**config.mk**
```make
export PLATFORM = sky130hd
export DESIGN_NAME = acq_core
export DESIGN_NICKNAME = d
export VERILOG_FILES = /design/src/acq_pkg.sv /design/src/pin_sync.sv /design/src/acq_core.sv
export SDC_FILE = /design/constraint.sdc
export NUM_CORES = 2
export LEC_CHECK = 0
export BUFFER_PORTS_ARGS = -buffer_cell sky130_fd_sc_hd__buf_4
export CORE_MARGIN = 4
export CORE_UTILIZATION = 45
export DETAILED_ROUTE_END_ITERATION = 8
export GPL_ROUTABILITY_DRIVEN = 0
export HOLD_SLACK_MARGIN = 0.06
export PLACE_DENSITY = 0.63
export SLEW_MARGIN = 20
export SYNTH_ARGS = -nofsm -noshare
export SYNTH_HDL_FRONTEND = slang
export SYNTH_SLANG_ARGS = --single-unit
```
**constraint.sdc**
```tcl
create_clock -name CLK_SYS -period 3.3 [get_ports CLK_SYS]
set_input_delay 0.165 -clock CLK_SYS [delete_from_list [all_inputs] [get_ports CLK_SYS]]
set_output_delay 0.165 -clock CLK_SYS [all_outputs]
set_load 0.02 [all_outputs]
```
**src/acq_pkg.sv**
```systemverilog
package acq_pkg;

  // ----------------------------------------------------------------------
  // Timing
  // ----------------------------------------------------------------------
  localparam int          CLK_PERIOD_NS = 100;
  localparam logic [63:0] TS_STEP       = 64'(CLK_PERIOD_NS);
  localparam int          READOUT_NS    = 5000;
  localparam logic [31:0] READOUT_CYC   =
    32'((READOUT_NS + CLK_PERIOD_NS - 1) / CLK_PERIOD_NS);
  localparam int          NOTREADY_NS   = 2000;
  localparam logic [15:0] NOTREADY_CYC  =
    16'((NOTREADY_NS + CLK_PERIOD_NS - 1) / CLK_PERIOD_NS);

  // ----------------------------------------------------------------------
  // Register byte offsets
  // ----------------------------------------------------------------------
  localparam logic [7:0] REG_CTRL    = 8'h00;
  localparam logic [7:0] REG_STATUS  = 8'h04;
  localparam logic [7:0] REG_EXPOSE  = 8'h08;
  localparam logic [7:0] REG_EVT_EN  = 8'h0C;
  localparam logic [7:0] REG_TS_LO   = 8'h10;
  localparam logic [7:0] REG_TS_HI   = 8'h14;
  localparam logic [7:0] REG_FRAME   = 8'h18;
  localparam logic [7:0] REG_OFFSET  = 8'h1C;
  localparam logic [7:0] REG_SIZE    = 8'h20;
  localparam logic [7:0] REG_FORMAT  = 8'h24;
  localparam logic [7:0] REG_GAIN    = 8'h28;
  localparam logic [7:0] REG_BINNING = 8'h2C;
  localparam logic [7:0] REG_BLACK   = 8'h30;

  // ----------------------------------------------------------------------
  // Control bit positions and reset values
  // ----------------------------------------------------------------------
  localparam int CTRL_START  = 0;
  localparam int CTRL_STOP   = 1;
  localparam int CTRL_ABORT  = 2;
  localparam int CTRL_TRIG   = 3;
  localparam int CTRL_CHUNK  = 4;
  localparam int CTRL_IF_ON  = 5;
  localparam int CTRL_SWTRIG = 6;
  localparam logic [31:0] EXPOSE_RST = 32'h0000000A;
  localparam logic [31:0] PARAM_RST  = 32'h00000000;
  localparam logic [14:0] EVT_EN_RST = 15'h0000;

  // ----------------------------------------------------------------------
  // Event identifiers
  // ----------------------------------------------------------------------
  localparam int NUM_EVT = 15;
  localparam logic [3:0] EV_EXP_BEGAN  = 4'h0;
  localparam logic [3:0] EV_EXP_DONE   = 4'h1;
  localparam logic [3:0] EV_FRAME_BEG  = 4'h2;
  localparam logic [3:0] EV_FRAME_FIN  = 4'h3;
  localparam logic [3:0] EV_RISE0      = 4'h4;
  localparam logic [3:0] EV_FALL0      = 4'h8;
  localparam logic [3:0] EV_DROPPED    = 4'hC;
  localparam logic [3:0] EV_UNPROC     = 4'hD;
  localparam logic [3:0] EV_TRIG_READY = 4'hE;

  // Words sent per image: time mark and frame number, then info block
  localparam logic [3:0] HDR_WORDS   = 4'h3;
  localparam logic [3:0] CHUNK_WORDS = 4'hB;

  typedef enum logic [2:0] {
    ST_IDLE, ST_PARAM, ST_WAIT_TRIG, ST_EXPOSE, ST_READOUT, ST_TRANSMIT
  } acq_state_e;

endpackage

```
**src/pin_sync.sv**
```systemverilog
module pin_sync
  import acq_pkg::*;
#(
  parameter int N = 5
)(
  input  wire logic         CLK_SYS,
  input  wire logic         ARST_N,
  input  wire logic [N-1:0] PIN,
  output logic      [N-1:0] LEVEL
);

  typedef struct packed {
    logic [N-1:0] f1;
    logic [N-1:0] f2;
    logic [N-1:0] f3;
    logic [N-1:0] q;
  } sync_s;

  sync_s r;
  sync_s n;

  // Fourth stage filters: a bit rises only when stages two and three are both high, and drops as soon as they differ
  always_comb
  begin
    n    = r;
    n.f1 = PIN;
    n.f2 = r.f1;
    n.f3 = r.f2;
    n.q  = (r.f2 & r.f3) | (r.q & ~(r.f2 ^ r.f3));
  end

  always_ff @(posedge CLK_SYS or negedge ARST_N)
  begin
    if (!ARST_N)
      r <= '0;
    else
      r <= n;
  end

  assign LEVEL = r.q;

endmodule // pin_sync

```
**src/acq_core.sv**
```systemverilog
// Operation
// Keep a free-running 64-bit timestamp counting nanoseconds.
// Every transmitted image carries its own timestamp.
// Timestamp restarts from zero at power-up or reset, then counts up.
// No software function can clear the timestamp.
// With chunk mode on, append an info block to every image payload.
// Info block time field holds the count sampled at frame begin.
// Info block holds offsets, size, format, exposure, gain, id, binning, etc.
// Each message-channel event carries a 64-bit timestamp of its occurrence.
// Each event type has its own host-set enable; disabled ones stay silent.
// Raise events at exposure start and end, frame start and end.
// Separate rise and fall events for each of IO lines 0 to 3.
// Raise events for a discarded event and an unprocessed event.
// Raise a trigger-ready event once the not-ready interval elapses.
// Started acquisition loops: select parameters, expose, read out, until stopped.
// Stop during readout finishes that readout before stopping.
// Stop during exposure aborts the exposure.
// Abort ends a running exposure at once and skips its readout.
// Images are sent only after the interface is started; else dropped.
// Stopping the interface aborts an ongoing transmission immediately.
// Free-running mode acquires back to back with no external event.
// Trigger mode starts each capture only on an external trigger; the code also starts one on the CTRL_SWTRIG software trigger bit.
// Timestamp advances each clock by the clock period in nanoseconds.
//
// Implementation choices: the placing of the registers and register access over Wishbone.
module acq_core
  import acq_pkg::*;
(
  input  wire logic        CLK_SYS,
  input  wire logic        ARST_N,
  input  wire logic        WB_CYC_I,
  input  wire logic        WB_STB_I,
  input  wire logic        WB_WE_I,
  input  wire logic [7:0]  WB_ADR_I,
  input  wire logic [3:0]  WB_SEL_I,
  input  wire logic [31:0] WB_DAT_I,
  output logic      [31:0] WB_DAT_O,
  output logic             WB_ACK_O,
  input  wire logic [3:0]  IO_LINE,
  input  wire logic        TRIG_IN,
  input  wire logic [15:0] TEMP_IN,
  output logic             TX_VALID,
  output logic      [31:0] TX_DATA,
  output logic             TX_LAST,
  input  wire logic        TX_READY,
  output logic             EVT_VALID,
  output logic      [3:0]  EVT_ID,
  output logic      [63:0] EVT_TS,
  input  wire logic        EVT_READY
);

  typedef struct packed {
    logic [63:0]         ts;
    acq_state_e          state;
    logic                ack;
    logic [31:0]         dat;
    logic                trig_mode;
    logic                chunk_en;
    logic                if_on;
    logic [31:0]         expose;
    logic [14:0]         evt_en;
    logic [31:0]         p_off;
    logic [31:0]         p_size;
    logic [31:0]         p_fmt;
    logic [31:0]         p_gain;
    logic [31:0]         p_bin;
    logic [31:0]         p_black;
    logic [31:0]         s_off;
    logic [31:0]         s_size;
    logic [31:0]         s_fmt;
    logic [31:0]         s_gain;
    logic [31:0]         s_bin;
    logic [31:0]         s_black;
    logic [31:0]         s_exp;
    logic [15:0]         s_temp;
    logic                s_chunk;
    logic                s_trig;
    logic [31:0]         frame_id;
    logic [63:0]         frame_ts;
    logic [31:0]         cnt;
    logic [15:0]         trig_cnt;
    logic                stop_pend;
    logic [4:0]          pins_prev;
    logic                tx_valid;
    logic [31:0]         tx_data;
    logic                tx_last;
    logic [3:0]          tx_idx;
    logic                evt_valid;
    logic [3:0]          evt_id;
    logic [63:0]         evt_ts;
    logic                drop_pend;
    logic [63:0]         drop_ts;
    logic                lost_pend;
    logic [63:0]         lost_ts;
  } core_s;

  core_s       r;
  core_s       n;
  logic [4:0]  pins;
  logic [14:0] ev;
  logic        start_p;
  logic        stop_p;
  logic        abort_p;
  logic        trig_go;

  // ----------------------------------------------------------------------
  // Pin synchronisers for trigger and IO lines
  // ----------------------------------------------------------------------
  pin_sync #(.N(5)) u_sync (
    .CLK_SYS (CLK_SYS),
    .ARST_N  (ARST_N),
    .PIN     ({TRIG_IN, IO_LINE}),
    .LEVEL   (pins)
  );

  // Byte-lane merge for Wishbone writes
  function automatic logic [31:0] merge(input logic [31:0] old,
                                       input logic [31:0] nw,
                                       input logic [3:0]  sel);
    logic [31:0] res;
    res = old;
    for (int i = 0; i < 4; i++)
    begin
      if (sel[i])
        res[8*i +: 8] = nw[8*i +: 8];
    end
    return res;
  endfunction

  // Payload word by index: header first, info block after it
  function automatic logic [31:0] word_at(input core_s s,
                                          input logic [3:0] idx);
    case (idx)
      4'h0:    return s.frame_ts[31:0];
      4'h1:    return s.frame_ts[63:32];
      4'h2:    return s.frame_id;
      4'h3:    return s.s_off;
      4'h4:    return s.s_size;
      4'h5:    return s.s_fmt;
      4'h6:    return s.s_exp;
      4'h7:    return s.s_gain;
      4'h8:    return s.s_bin;
      4'h9:    return s.s_black;
      4'hA:    return {16'h0000, s.s_temp};
      4'hB:    return s.frame_ts[31:0];
      4'hC:    return s.frame_ts[63:32];
      default: return s.frame_id;
    endcase
  endfunction

  // ----------------------------------------------------------------------
  // Next-state logic
  // ----------------------------------------------------------------------
  always_comb
  begin
    logic        hit;
    logic        wr;
    logic [7:0]  adr;
    logic        go_exp;
    logic        go_next;
    logic [14:0] m;
    logic        free;
    logic        dropped;
    logic [3:0]  last;
    hit     = WB_CYC_I & WB_STB_I;
    wr      = hit & r.ack & WB_WE_I;
    adr     = {WB_ADR_I[7:2], 2'b00};
    go_exp  = 1'b0;
    go_next = 1'b0;
    dropped = 1'b0;
    m       = '0;
    free    = 1'b0;
    last    = 4'h0;
    ev      = '0;
    n       = r;
    // advance by period
    // nanosecond count, no write path
    n.ts    = r.ts + TS_STEP;

    // Bus slave: ack one cycle after the request, write at the ack edge
    n.ack   = hit & ~r.ack;
    start_p = wr && adr == REG_CTRL && WB_SEL_I[0] && WB_DAT_I[CTRL_START];
    stop_p  = wr && adr == REG_CTRL && WB_SEL_I[0] && WB_DAT_I[CTRL_STOP];
    abort_p = wr && adr == REG_CTRL && WB_SEL_I[0] && WB_DAT_I[CTRL_ABORT];
    trig_go = (pins[4] & ~r.pins_prev[4]) | (wr && adr == REG_CTRL &&
              WB_SEL_I[0] && WB_DAT_I[CTRL_SWTRIG]);
    if (hit & ~r.ack)
    begin
      if (adr == REG_CTRL)
        n.dat = {26'h0, r.if_on, r.chunk_en, r.trig_mode, 3'h0};
      else if (adr == REG_STATUS)
        n.dat = {24'h0, (r.trig_cnt == 16'h0), r.stop_pend, r.if_on,
                 2'b00, r.state};
      else if (adr == REG_EXPOSE)
        n.dat = r.expose;
      else if (adr == REG_EVT_EN)
        n.dat = {17'h0, r.evt_en};
      else if (adr == REG_TS_LO)
        n.dat = r.ts[31:0];
      else if (adr == REG_TS_HI)
        n.dat = r.ts[63:32];
      else if (adr == REG_FRAME)
        n.dat = r.frame_id;
      else if (adr == REG_OFFSET)
        n.dat = r.p_off;
      else if (adr == REG_SIZE)
        n.dat = r.p_size;
      else if (adr == REG_FORMAT)
        n.dat = r.p_fmt;
      else if (adr == REG_GAIN)
        n.dat = r.p_gain;
      else if (adr == REG_BINNING)
        n.dat = r.p_bin;
      else if (adr == REG_BLACK)
        n.dat = r.p_black;
      else
        n.dat = '0;
    end
    // timestamp words are read-only
    if (wr)
    begin
      if (adr == REG_CTRL && WB_SEL_I[0])
      begin
        n.trig_mode = WB_DAT_I[CTRL_TRIG];
        n.chunk_en  = WB_DAT_I[CTRL_CHUNK];
        n.if_on     = WB_DAT_I[CTRL_IF_ON];
      end
      else if (adr == REG_EXPOSE)
        n.expose = merge(r.expose, WB_DAT_I, WB_SEL_I);
      else if (adr == REG_EVT_EN)
        n.evt_en = 15'(merge({17'h0, r.evt_en}, WB_DAT_I, WB_SEL_I));
      else if (adr == REG_OFFSET)
        n.p_off = merge(r.p_off, WB_DAT_I, WB_SEL_I);
      else if (adr == REG_SIZE)
        n.p_size = merge(r.p_size, WB_DAT_I, WB_SEL_I);
      else if (adr == REG_FORMAT)
        n.p_fmt = merge(r.p_fmt, WB_DAT_I, WB_SEL_I);
      else if (adr == REG_GAIN)
        n.p_gain = merge(r.p_gain, WB_DAT_I, WB_SEL_I);
      else if (adr == REG_BINNING)
        n.p_bin = merge(r.p_bin, WB_DAT_I, WB_SEL_I);
      else if (adr == REG_BLACK)
        n.p_black = merge(r.p_black, WB_DAT_I, WB_SEL_I);
    end

    // edge events per IO line
    n.pins_prev          = pins;
    ev[EV_RISE0 +: 4]    = pins[3:0] & ~r.pins_prev[3:0];
    ev[EV_FALL0 +: 4]    = ~pins[3:0] & r.pins_prev[3:0];

    // not-ready interval countdown
    if (r.trig_cnt != 16'h0)
    begin
      n.trig_cnt = r.trig_cnt - 16'h1;
      ev[EV_TRIG_READY] = (r.trig_cnt == 16'h1);
    end

    // Acquisition loop
    case (r.state)
      ST_IDLE:
      begin
        n.stop_pend = 1'b0;
        if (start_p)
          n.state = ST_PARAM;
      end
      // latch the parameter set for this image
      ST_PARAM:
      begin
        n.s_off   = r.p_off;
        n.s_size  = r.p_size;
        n.s_fmt   = r.p_fmt;
        n.s_gain  = r.p_gain;
        n.s_bin   = r.p_bin;
        n.s_black = r.p_black;
        n.s_exp   = r.expose;
        n.s_temp  = TEMP_IN;
        n.s_chunk = r.chunk_en;
        n.s_trig  = r.trig_mode;
        if (stop_p | abort_p)
          n.state = ST_IDLE;
        else if (r.trig_mode)
          n.state = ST_WAIT_TRIG;
        else
          go_exp = 1'b1; // no wait when free-running
      end
      // capture only on a trigger once ready again
      ST_WAIT_TRIG:
      begin
        if (stop_p | abort_p)
          n.state = ST_IDLE;
        else if (trig_go && r.trig_cnt == 16'h0)
          go_exp = 1'b1;
      end
      ST_EXPOSE:
      begin
        // stop aborts exposure
        // abort skips readout
        if (stop_p | abort_p)
          n.state = ST_IDLE;
        else if (r.cnt <= 32'h1)
        begin
          ev[EV_EXP_DONE] = 1'b1;
          n.state = ST_READOUT;
          n.cnt   = READOUT_CYC;
        end
        else
          n.cnt = r.cnt - 32'h1;
      end
      ST_READOUT:
      begin
        // a stop only marks the loop to end after readout
        if (stop_p)
          n.stop_pend = 1'b1;
        if (abort_p)
          n.state = ST_IDLE;
        else if (r.cnt <= 32'h1)
        begin
          ev[EV_FRAME_FIN] = 1'b1;
          // image dropped if interface not started
          if (r.if_on)
          begin
            n.state    = ST_TRANSMIT;
            n.tx_idx   = 4'h0;
            n.tx_valid = 1'b1;
            n.tx_data  = word_at(r, 4'h0);
            n.tx_last  = 1'b0;
          end
          else
            go_next = 1'b1;
        end
        else
          n.cnt = r.cnt - 32'h1;
      end
      ST_TRANSMIT:
      begin
        if (stop_p)
          n.stop_pend = 1'b1;
        // info block length set by chunk mode
        last = r.s_chunk ? HDR_WORDS + CHUNK_WORDS - 4'h1 : HDR_WORDS - 4'h1;
        // interface stop cuts the transfer
        if (!r.if_on | abort_p)
        begin
          n.tx_valid = 1'b0;
          n.tx_last  = 1'b0;
          if (abort_p)
            n.state = ST_IDLE;
          else
            go_next = 1'b1;
        end
        else if (r.tx_valid & TX_READY)
        begin
          if (r.tx_last)
          begin
            n.tx_valid = 1'b0;
            n.tx_last  = 1'b0;
            go_next    = 1'b1;
          end
          else
          begin
            // header words carry the image time
            // info block fields
            n.tx_idx  = r.tx_idx + 4'h1;
            n.tx_data = word_at(r, r.tx_idx + 4'h1);
            n.tx_last = (r.tx_idx + 4'h1) == last;
          end
        end
      end
      default:
        n.state = ST_IDLE;
    endcase

    // repeat until stopped
    if (go_next)
      n.state = (r.stop_pend | stop_p) ? ST_IDLE : ST_PARAM;
    // exposure and frame begin share one instant
    // sample the time mark at frame begin
    if (go_exp)
    begin
      n.state    = ST_EXPOSE;
      // Take the set latched in this same cycle, so a fresh exposure
      // value applies to the very image that latched it
      n.cnt      = (n.s_exp == 32'h0) ? 32'h1 : n.s_exp;
      n.frame_ts = r.ts;
      n.frame_id = r.frame_id + 32'h1;
      ev[EV_EXP_BEGAN] = 1'b1;
      ev[EV_FRAME_BEG] = 1'b1;
      if (n.s_trig)
        n.trig_cnt = NOTREADY_CYC;
    end

    // only enabled events leave the block
    // new events stamped with the current time, drop and unprocessed notices with their saved time
    m    = ev & r.evt_en;
    free = ~r.evt_valid | EVT_READY;
    if (free)
      n.evt_valid = 1'b0;
    if (m != 15'h0)
    begin
      dropped = ~free | ((m & (m - 15'h1)) != 15'h0);
      if (free)
      begin
        n.evt_valid = 1'b1;
        n.evt_ts    = r.ts;
        for (int i = NUM_EVT - 1; i >= 0; i--)
        begin
          if (m[i])
            n.evt_id = 4'(i);
        end
      end
    end
    else if (free & r.drop_pend)
    begin
      n.evt_valid = 1'b1;
      n.evt_id    = EV_DROPPED;
      n.evt_ts    = r.drop_ts;
      n.drop_pend = 1'b0;
    end
    else if (free & r.lost_pend)
    begin
      n.evt_valid = 1'b1;
      n.evt_id    = EV_UNPROC;
      n.evt_ts    = r.lost_ts;
      n.lost_pend = 1'b0;
    end
    // overflow of the notice slot becomes a dropped notice, a further one while it is pending an unprocessed notice
    if (dropped && r.evt_en[EV_DROPPED])
    begin
      if (!r.drop_pend)
      begin
        n.drop_pend = 1'b1;
        n.drop_ts   = r.ts;
      end
      else if (r.evt_en[EV_UNPROC] && !r.lost_pend)
      begin
        n.lost_pend = 1'b1;
        n.lost_ts   = r.ts;
      end
    end
  end

  // ----------------------------------------------------------------------
  // State register
  // ----------------------------------------------------------------------
  // reset returns the time mark to zero
  always_ff @(posedge CLK_SYS or negedge ARST_N)
  begin
    if (!ARST_N)
    begin
      r         <= '0;
      r.state   <= ST_IDLE;
      r.expose  <= EXPOSE_RST;
      r.evt_en  <= EVT_EN_RST;
      r.p_off   <= PARAM_RST;
    end
    else
      r <= n;
  end

  assign WB_DAT_O  = r.dat;
  assign WB_ACK_O  = r.ack;
  assign TX_VALID  = r.tx_valid;
  assign TX_DATA   = r.tx_data;
  assign TX_LAST   = r.tx_last;
  assign EVT_VALID = r.evt_valid;
  assign EVT_ID    = r.evt_id;
  assign EVT_TS    = r.evt_ts;
endmodule // acq_core

```
* Yosys cells after proc, flatten, opt, wreduce, memory -nomap -nowiden
Index checks and enable logic that the tools add are counted.
Storage, ports and cells: bits in registers 991, input port bits 72, output and inout port bits 136, word-level logic and storage cells 338
Cells by class: add/sub/neg operators 6, order comparisons 1, equal/unequal tests 52, muxes and demuxes 105, bitwise logic cells 38, reduce and logical (&&, ||, !) cells 68
Operator list (number):
- 2-to-1 mux 32 bit | 20
- one-hot mux 32 bit (10 select lines) | 1
- 2-to-1 mux 69 bit | 4
- 2-to-1 mux 65 bit | 3
- 2-to-1 mux 38 bit | 4
- 2-to-1 mux 130 bit | 1
- one-hot mux 38 bit (2 select lines) | 1
- 2-to-1 mux 4 bit | 18
- adder 64 x 7 -> 64 bit (second input constant) | 1
- one-hot mux 32 bit (2 select lines) | 1
- 2-to-1 mux 50 bit | 1
- 2-to-1 mux 48 bit | 1
- AND reduction 11 bit | 4
- AND reduction 10 bit | 4
- AND reduction 8 bit | 5
- 2-to-1 mux 3 bit | 13
- AND reduction 9 bit | 4
- AND reduction 7 bit | 5
- adder 32 x 1 -> 32 bit (second input constant) | 1
- less-or-equal comparator 32 x 1 -> 1 bit (second input constant) | 1
- zero test 32 bit | 1
- 2-to-1 mux 16 bit | 2
- subtractor 32 x 1 -> 32 bit (second input constant) | 1
- 2-to-1 mux 1 bit | 31
- 50 further kinds | 142

* Longest topological paths before layout
word-level depth 30, gate-level depth with buffers 14, depth with buffers taken out 11

* Cells and area by module
From an unflattened synthesis, not the netlist that was laid out.
Second synthesis, totals: cell total of the unflattened synthesis 4179, area total of the unflattened synthesis 45631.3 sq um
By module, submodules not included:
- acq_core | instances 1, cells each 4139, area an instance 44974.4 sq um, seq. area each 24050.6 sq um
- pin_sync | instances 1, cells each 40, area an instance 656.9 sq um, seq. area each 500.5 sq um

* Worst setup path before layout
OpenSTA, ideal clock, no wires.
path type register to register, from register r[251] in the netlist's numbering, to register r[100] in the netlist's numbering, library setup time 125 ps, arrival time 3333 ps, required time 3175 ps, path slack -158 ps, cell stages (with the launch flop) 12, buffers on the path 2, period minus slack after synthesis 3458 ps, cell sequence dfrtp_1 or4_4 or3_4 or4_4 a211oi_4 a21oi_2 a32oi_1 or4_4 and4b_4 buf_12 buf_12 mux2_4
Between the ends: word-level cells in the longest chain between the ends 14, elaborated cells on any way between the ends 18, those cells by class add/sub (1); eq/ne (1); mux (6); bitwise (3); reduce/logical (7)
Ends and longest elaborated chain:
- from (decl) | RTL line acq_core.sv:97 | core_s r;
- from (signal assigned) | RTL line acq_core.sv:456 | r <= n;
- zero test 16 bit | RTL line acq_core.sv:291 | else if (trig_go && r.trig_cnt == 16'h0)
- logical AND 1 bit | RTL line acq_core.sv:291
- 2-to-1 mux 1 bit | RTL line acq_core.sv:291
- 2-to-1 mux 1 bit | RTL line acq_core.sv:289 | if (stop_p | abort_p)
- one-hot mux 1 bit (2 select lines) | RTL line acq_core.sv:259 | case (r.state)
- 2-to-1 mux 1 bit | RTL line acq_core.sv:377 | if (go_exp)
- AND 15 bit * | RTL line acq_core.sv:393 | m = ev & r.evt_en;
- subtractor 15 x 1 -> 15 bit | RTL line acq_core.sv:399 | dropped = ~free | ((m & (m - 15'h1)) != 15'h0);
- AND 15 bit | RTL line acq_core.sv:399
- nonzero test 15 bit | RTL line acq_core.sv:399
- OR 1 bit | RTL line acq_core.sv:399
- 2-to-1 mux 1 bit * | RTL line acq_core.sv:397 | if (m != 15'h0)
- logical AND 1 bit * | RTL line acq_core.sv:426 | if (dropped && r.evt_en[EV_DROPPED])
- AND reduction 2 bit (no line) *
Every way passes the cells marked *; elsewhere a longest branch is shown, timed or not. A chain may end at the register's enable or synchronous reset.

* Worst setup path after layout
from register r[254] in the netlist's numbering, to register r[62] in the netlist's numbering
Between the ends: word-level cells in the longest chain between the ends 14, elaborated cells on any way between the ends 18, those cells by class add/sub (1); eq/ne (1); mux (6); bitwise (3); reduce/logical (7)
Ends and longest elaborated chain (RTL line):
- zero test 16 bit | acq_core.sv:291
- logical AND 1 bit | acq_core.sv:291
- 2-to-1 mux 1 bit | acq_core.sv:291
- 2-to-1 mux 1 bit | acq_core.sv:289
- one-hot mux 1 bit (2 select lines) | acq_core.sv:259
- 2-to-1 mux 1 bit | acq_core.sv:377
- AND 15 bit * | acq_core.sv:393
- subtractor 15 x 1 -> 15 bit | acq_core.sv:399
- AND 15 bit | acq_core.sv:399
- nonzero test 15 bit | acq_core.sv:399
- OR 1 bit | acq_core.sv:399
- 2-to-1 mux 1 bit * | acq_core.sv:397
- logical AND 1 bit * | acq_core.sv:426
- AND reduction 3 bit (no line) *
Marks and branches as above.

==> run_results.csv <==
group,metric,value,unit
run_status,status,"finished with violations",
run_status,failed_checks,"negative setup slack",
placement,port_buffers,203,
route,vias_per_cell,5.74,
floorplan,num_rows,117,
critical_path,crit_slowest_cell,"or4_4",
timing,post-route-worst-setup-slack,-0.289,ns
global_routing,grtUsageTotal,0.268,
critical_path,crit_path_frequent_cell,"or4_4",
critical_path,worstSetupPathType,"flip-flop to flip-flop",
critical_path,path_buf_inv,2,
critical_path,end_kind,"flip-flop",
synth,ys_async_sr_fraction,1.00,
cts,clkLatencyLatePin,0.67,ns
synth,synth_edf_count,0,
timing,tightestPinTransition,1.06,ns
global_routing,grt_pass1_wl,222000,um
cells_and_area,drive_gt1_frac,0.246,
floorplan,fp.dieW,329,um
cts,numCtsBuffers,103,
synth,synth-simple-area-share,0.145,
synth,synth-compound-area-share,0.113,
synth,synthFlopType,"dfrtp_1",
critical_path,worstPathArrival,4.14,ns
route,drc_errors,0,
global_routing,grt_max_degree,131,
floorplan,dieArea,108000,um^2
critical_path,crit_chain,"or4_4 -> or3_4 -> or4_4 -> a211oi_4 -> a21oi_2 -> a32oi_1 -> or4_4 -> and4_4 -> buf_12 -> clkbuf_16 -> mux2_4",
timing,post-route-min-period,3.59,ns
critical_path,critPathTopFamily,"simple AND/OR/NAND/NOR gates",
synth,yosys-top-cells-area,"dfrtp_1 53%, nand2_1 8.7%, mux2_2 7.4%",
floorplan,die_h,329,um
timing,drv_slew,0,
synth,syn_avg_cell_area,10.3,um^2
timing,timing.hold.ws,0.0804,ns
cts,cts_tree,"built",
synth,netlist_instances,4500,
pwr,pwr_density_cell,584,nW/um^2
synth,synthMuxAreaShare,0.132,
synth,synth_area,46400,um^2
global_routing,globalRouteOverflowTotal,0,
synth,synth_seq_cells,981,
critical_path,critical_path.max_fanout,6,
route,ant_nets,0,
route,firstDrtPassIters,9,
critical_path,required,3.85,ns
cells_and_area,post-route-util,0.537,
synth,synth_top_area_frac,0.528,
route,routed-via-count,35700,
critical_path,max_stage_delay,0.53,ns
route,initialDrtViolationCount,4104,
flow_run,maxCapViolCount,0,
synth,synth_seq_area_share,0.529,
cells_and_area,fillers,8910,
timing,maxSlewHeadroom,0.292,
pwr,p_leak,26.4,nW
cells_and_area,multiInputGateArea,19600,um^2
placement,place_ws,-0.294,ns
timing,finalHoldViolCount,0,
timing,fmax,279,MHz
cts,cts.htree.levels,3,
cells_and_area,register_area,24600,um^2
cts,cts-root-buf,"clkbuf_16",
critical_path,critPathLaunchType,"flip-flop",
synth,synth_top_cell_by_area,"dfrtp_1",
cells_and_area,nets,4846,
cts,clockBufferDepth,3,
placement,place_area,50000,um^2
cts,cts.sinks,981,
global_routing,first_global_vias,34500,
synth,ys_types,79,
synth,synth_top_family_by_area,"simple AND/OR/NAND/NOR gates",
floorplan,ios,208,
synth,yosys.cell_count.top_type,"nand2_1",
synth,synth_warnings,0,
timing,fin_crit_sh,1.09,
synth,yosys.area_share.adder,0.00404,
cts,clk_pin_slew,0.06,ns
timing,finalSetupViolCount,187,
placement,hpwl,105000,um
timing,skew,0.0305,ns
route,wirelength,149000,um
synth,synthXorXnorAreaFrac,0.0208,
floorplan,fp.coreArea,102000,um^2
cells_and_area,final_cell_area,54800,um^2
min_path,min_path_type,"input pin to async pin",
timing,setup_tns,-38.36,ns
global_routing,antenna_found_initial,7,
cells_and_area,syn_to_final_growth,18.0,%
synth,yosys-top-cells-count,"1070 x nand2_1, 979 x dfrtp_1, 307 x mux2_2",
timing,rsz0062_at_grt,"yes",
floorplan,initial_utilization,0.455,
route,wl_per_cell,24.0,um
pwr,ir_drop,0.457,mV
-- placed cells by master (no fill, tap or decap), drive strengths merged, types with 63 or more instances in the layout --
master and n:
nand2 1071, dfrtp 979, buf 516, mux2 426, a21oi 227, o21ai 219
nor2 213, clkbuf 177, mux2i 88, xnor2 80, nand3 69, o22a 63
-- registers in the layout (all words and copies together) (netlist names) --
name	count
u_sync.r	5
TX_DATA	32
EVT_TS	62
TX_LAST	1
WB_ACK_O	1
TX_VALID	1
u_sync.n	10
WB_DAT_O	32
u_sync.LEVEL	5
r	827
EVT_ID	4
EVT_VALID	1
-- cell type report --
type	count	share of cell area
multi-input cells	3033	0.358
flip-flops and latches	981	0.448
repair buffers	582	0.0968
inverters	58	0.00397
well taps	1368	0.0312
diodes	4	0.000183
clock inverters	22	0.00420
clock buffers	166	0.0568
-- power by group --
group	internal (mW)	switching, mW
registers	13.0	0.816
logic	2.60	4.02
clock network	6.73	4.85
total	22.3	9.69
-- per-stage QoR --
step           std cells  total power, mW
3_3_place_gp        5936             20.4
3_5_place_dp        5936             20.5
2_1_floorplan       4501             17.9
6_report            6214             32.0
4_1_cts             6189             32.1
5_1_grt             6212             33.3
-- path summary, 6_finish.rpt --
kind	start	to	cells past startpoint	slack (ns)
min	ARST_N	EVT_TS[9]	2	0.08
max	r[254]	r[62]	11	-0.29
min in group CLK_SYS	WB_SEL_I[0]	r[869]	6	0.12
max reg2reg	r[254]	r[62]	11	-0.29
max in group asynchronous	ARST_N	r[684]	3	1.95
min reg2reg	u_sync.n[13]	u_sync.n[8]	0	0.35
-- layer usage --
metal,part of all wire,vias to the layer above,track usage
li1,-,16000,-
met1,0.44,18000,0.393
met2,0.44,1451,0.400
met3,0.090,209,0.0572
met4,0.032,4,0.0858
met5,0.00018,-,0
-- logic make-up (layout without fill, tap and decap cells) --
| family | after synthesis | count (layout) |
|---|---|---|
| buffers and inverters | 487 | 828 |
| multiplexers | 515 | 515 |
| XOR/XNOR | 110 | 110 |
| flip-flops | 981 | 981 |
| other | 1 | 6 |
| AO/OA/AOI/OAI | 799 | 799 |
| adder cells (fa/ha/maj) | 15 | 15 |
| AND/OR/NAND/NOR | 1592 | 1592 |
-- timing repair --
item / in CTS / in global routing
cloned: 1 / 15
pin swaps: 2 / 5
setup buffers: 9 / 9
resized for setup: 16 / 86
endpoints found under the setup margin: 137 / 223
hold buffers: 55 / 0
hold endpoints to repair: 473 / 0
Note: power is estimated with default switching activity, not from simulation.
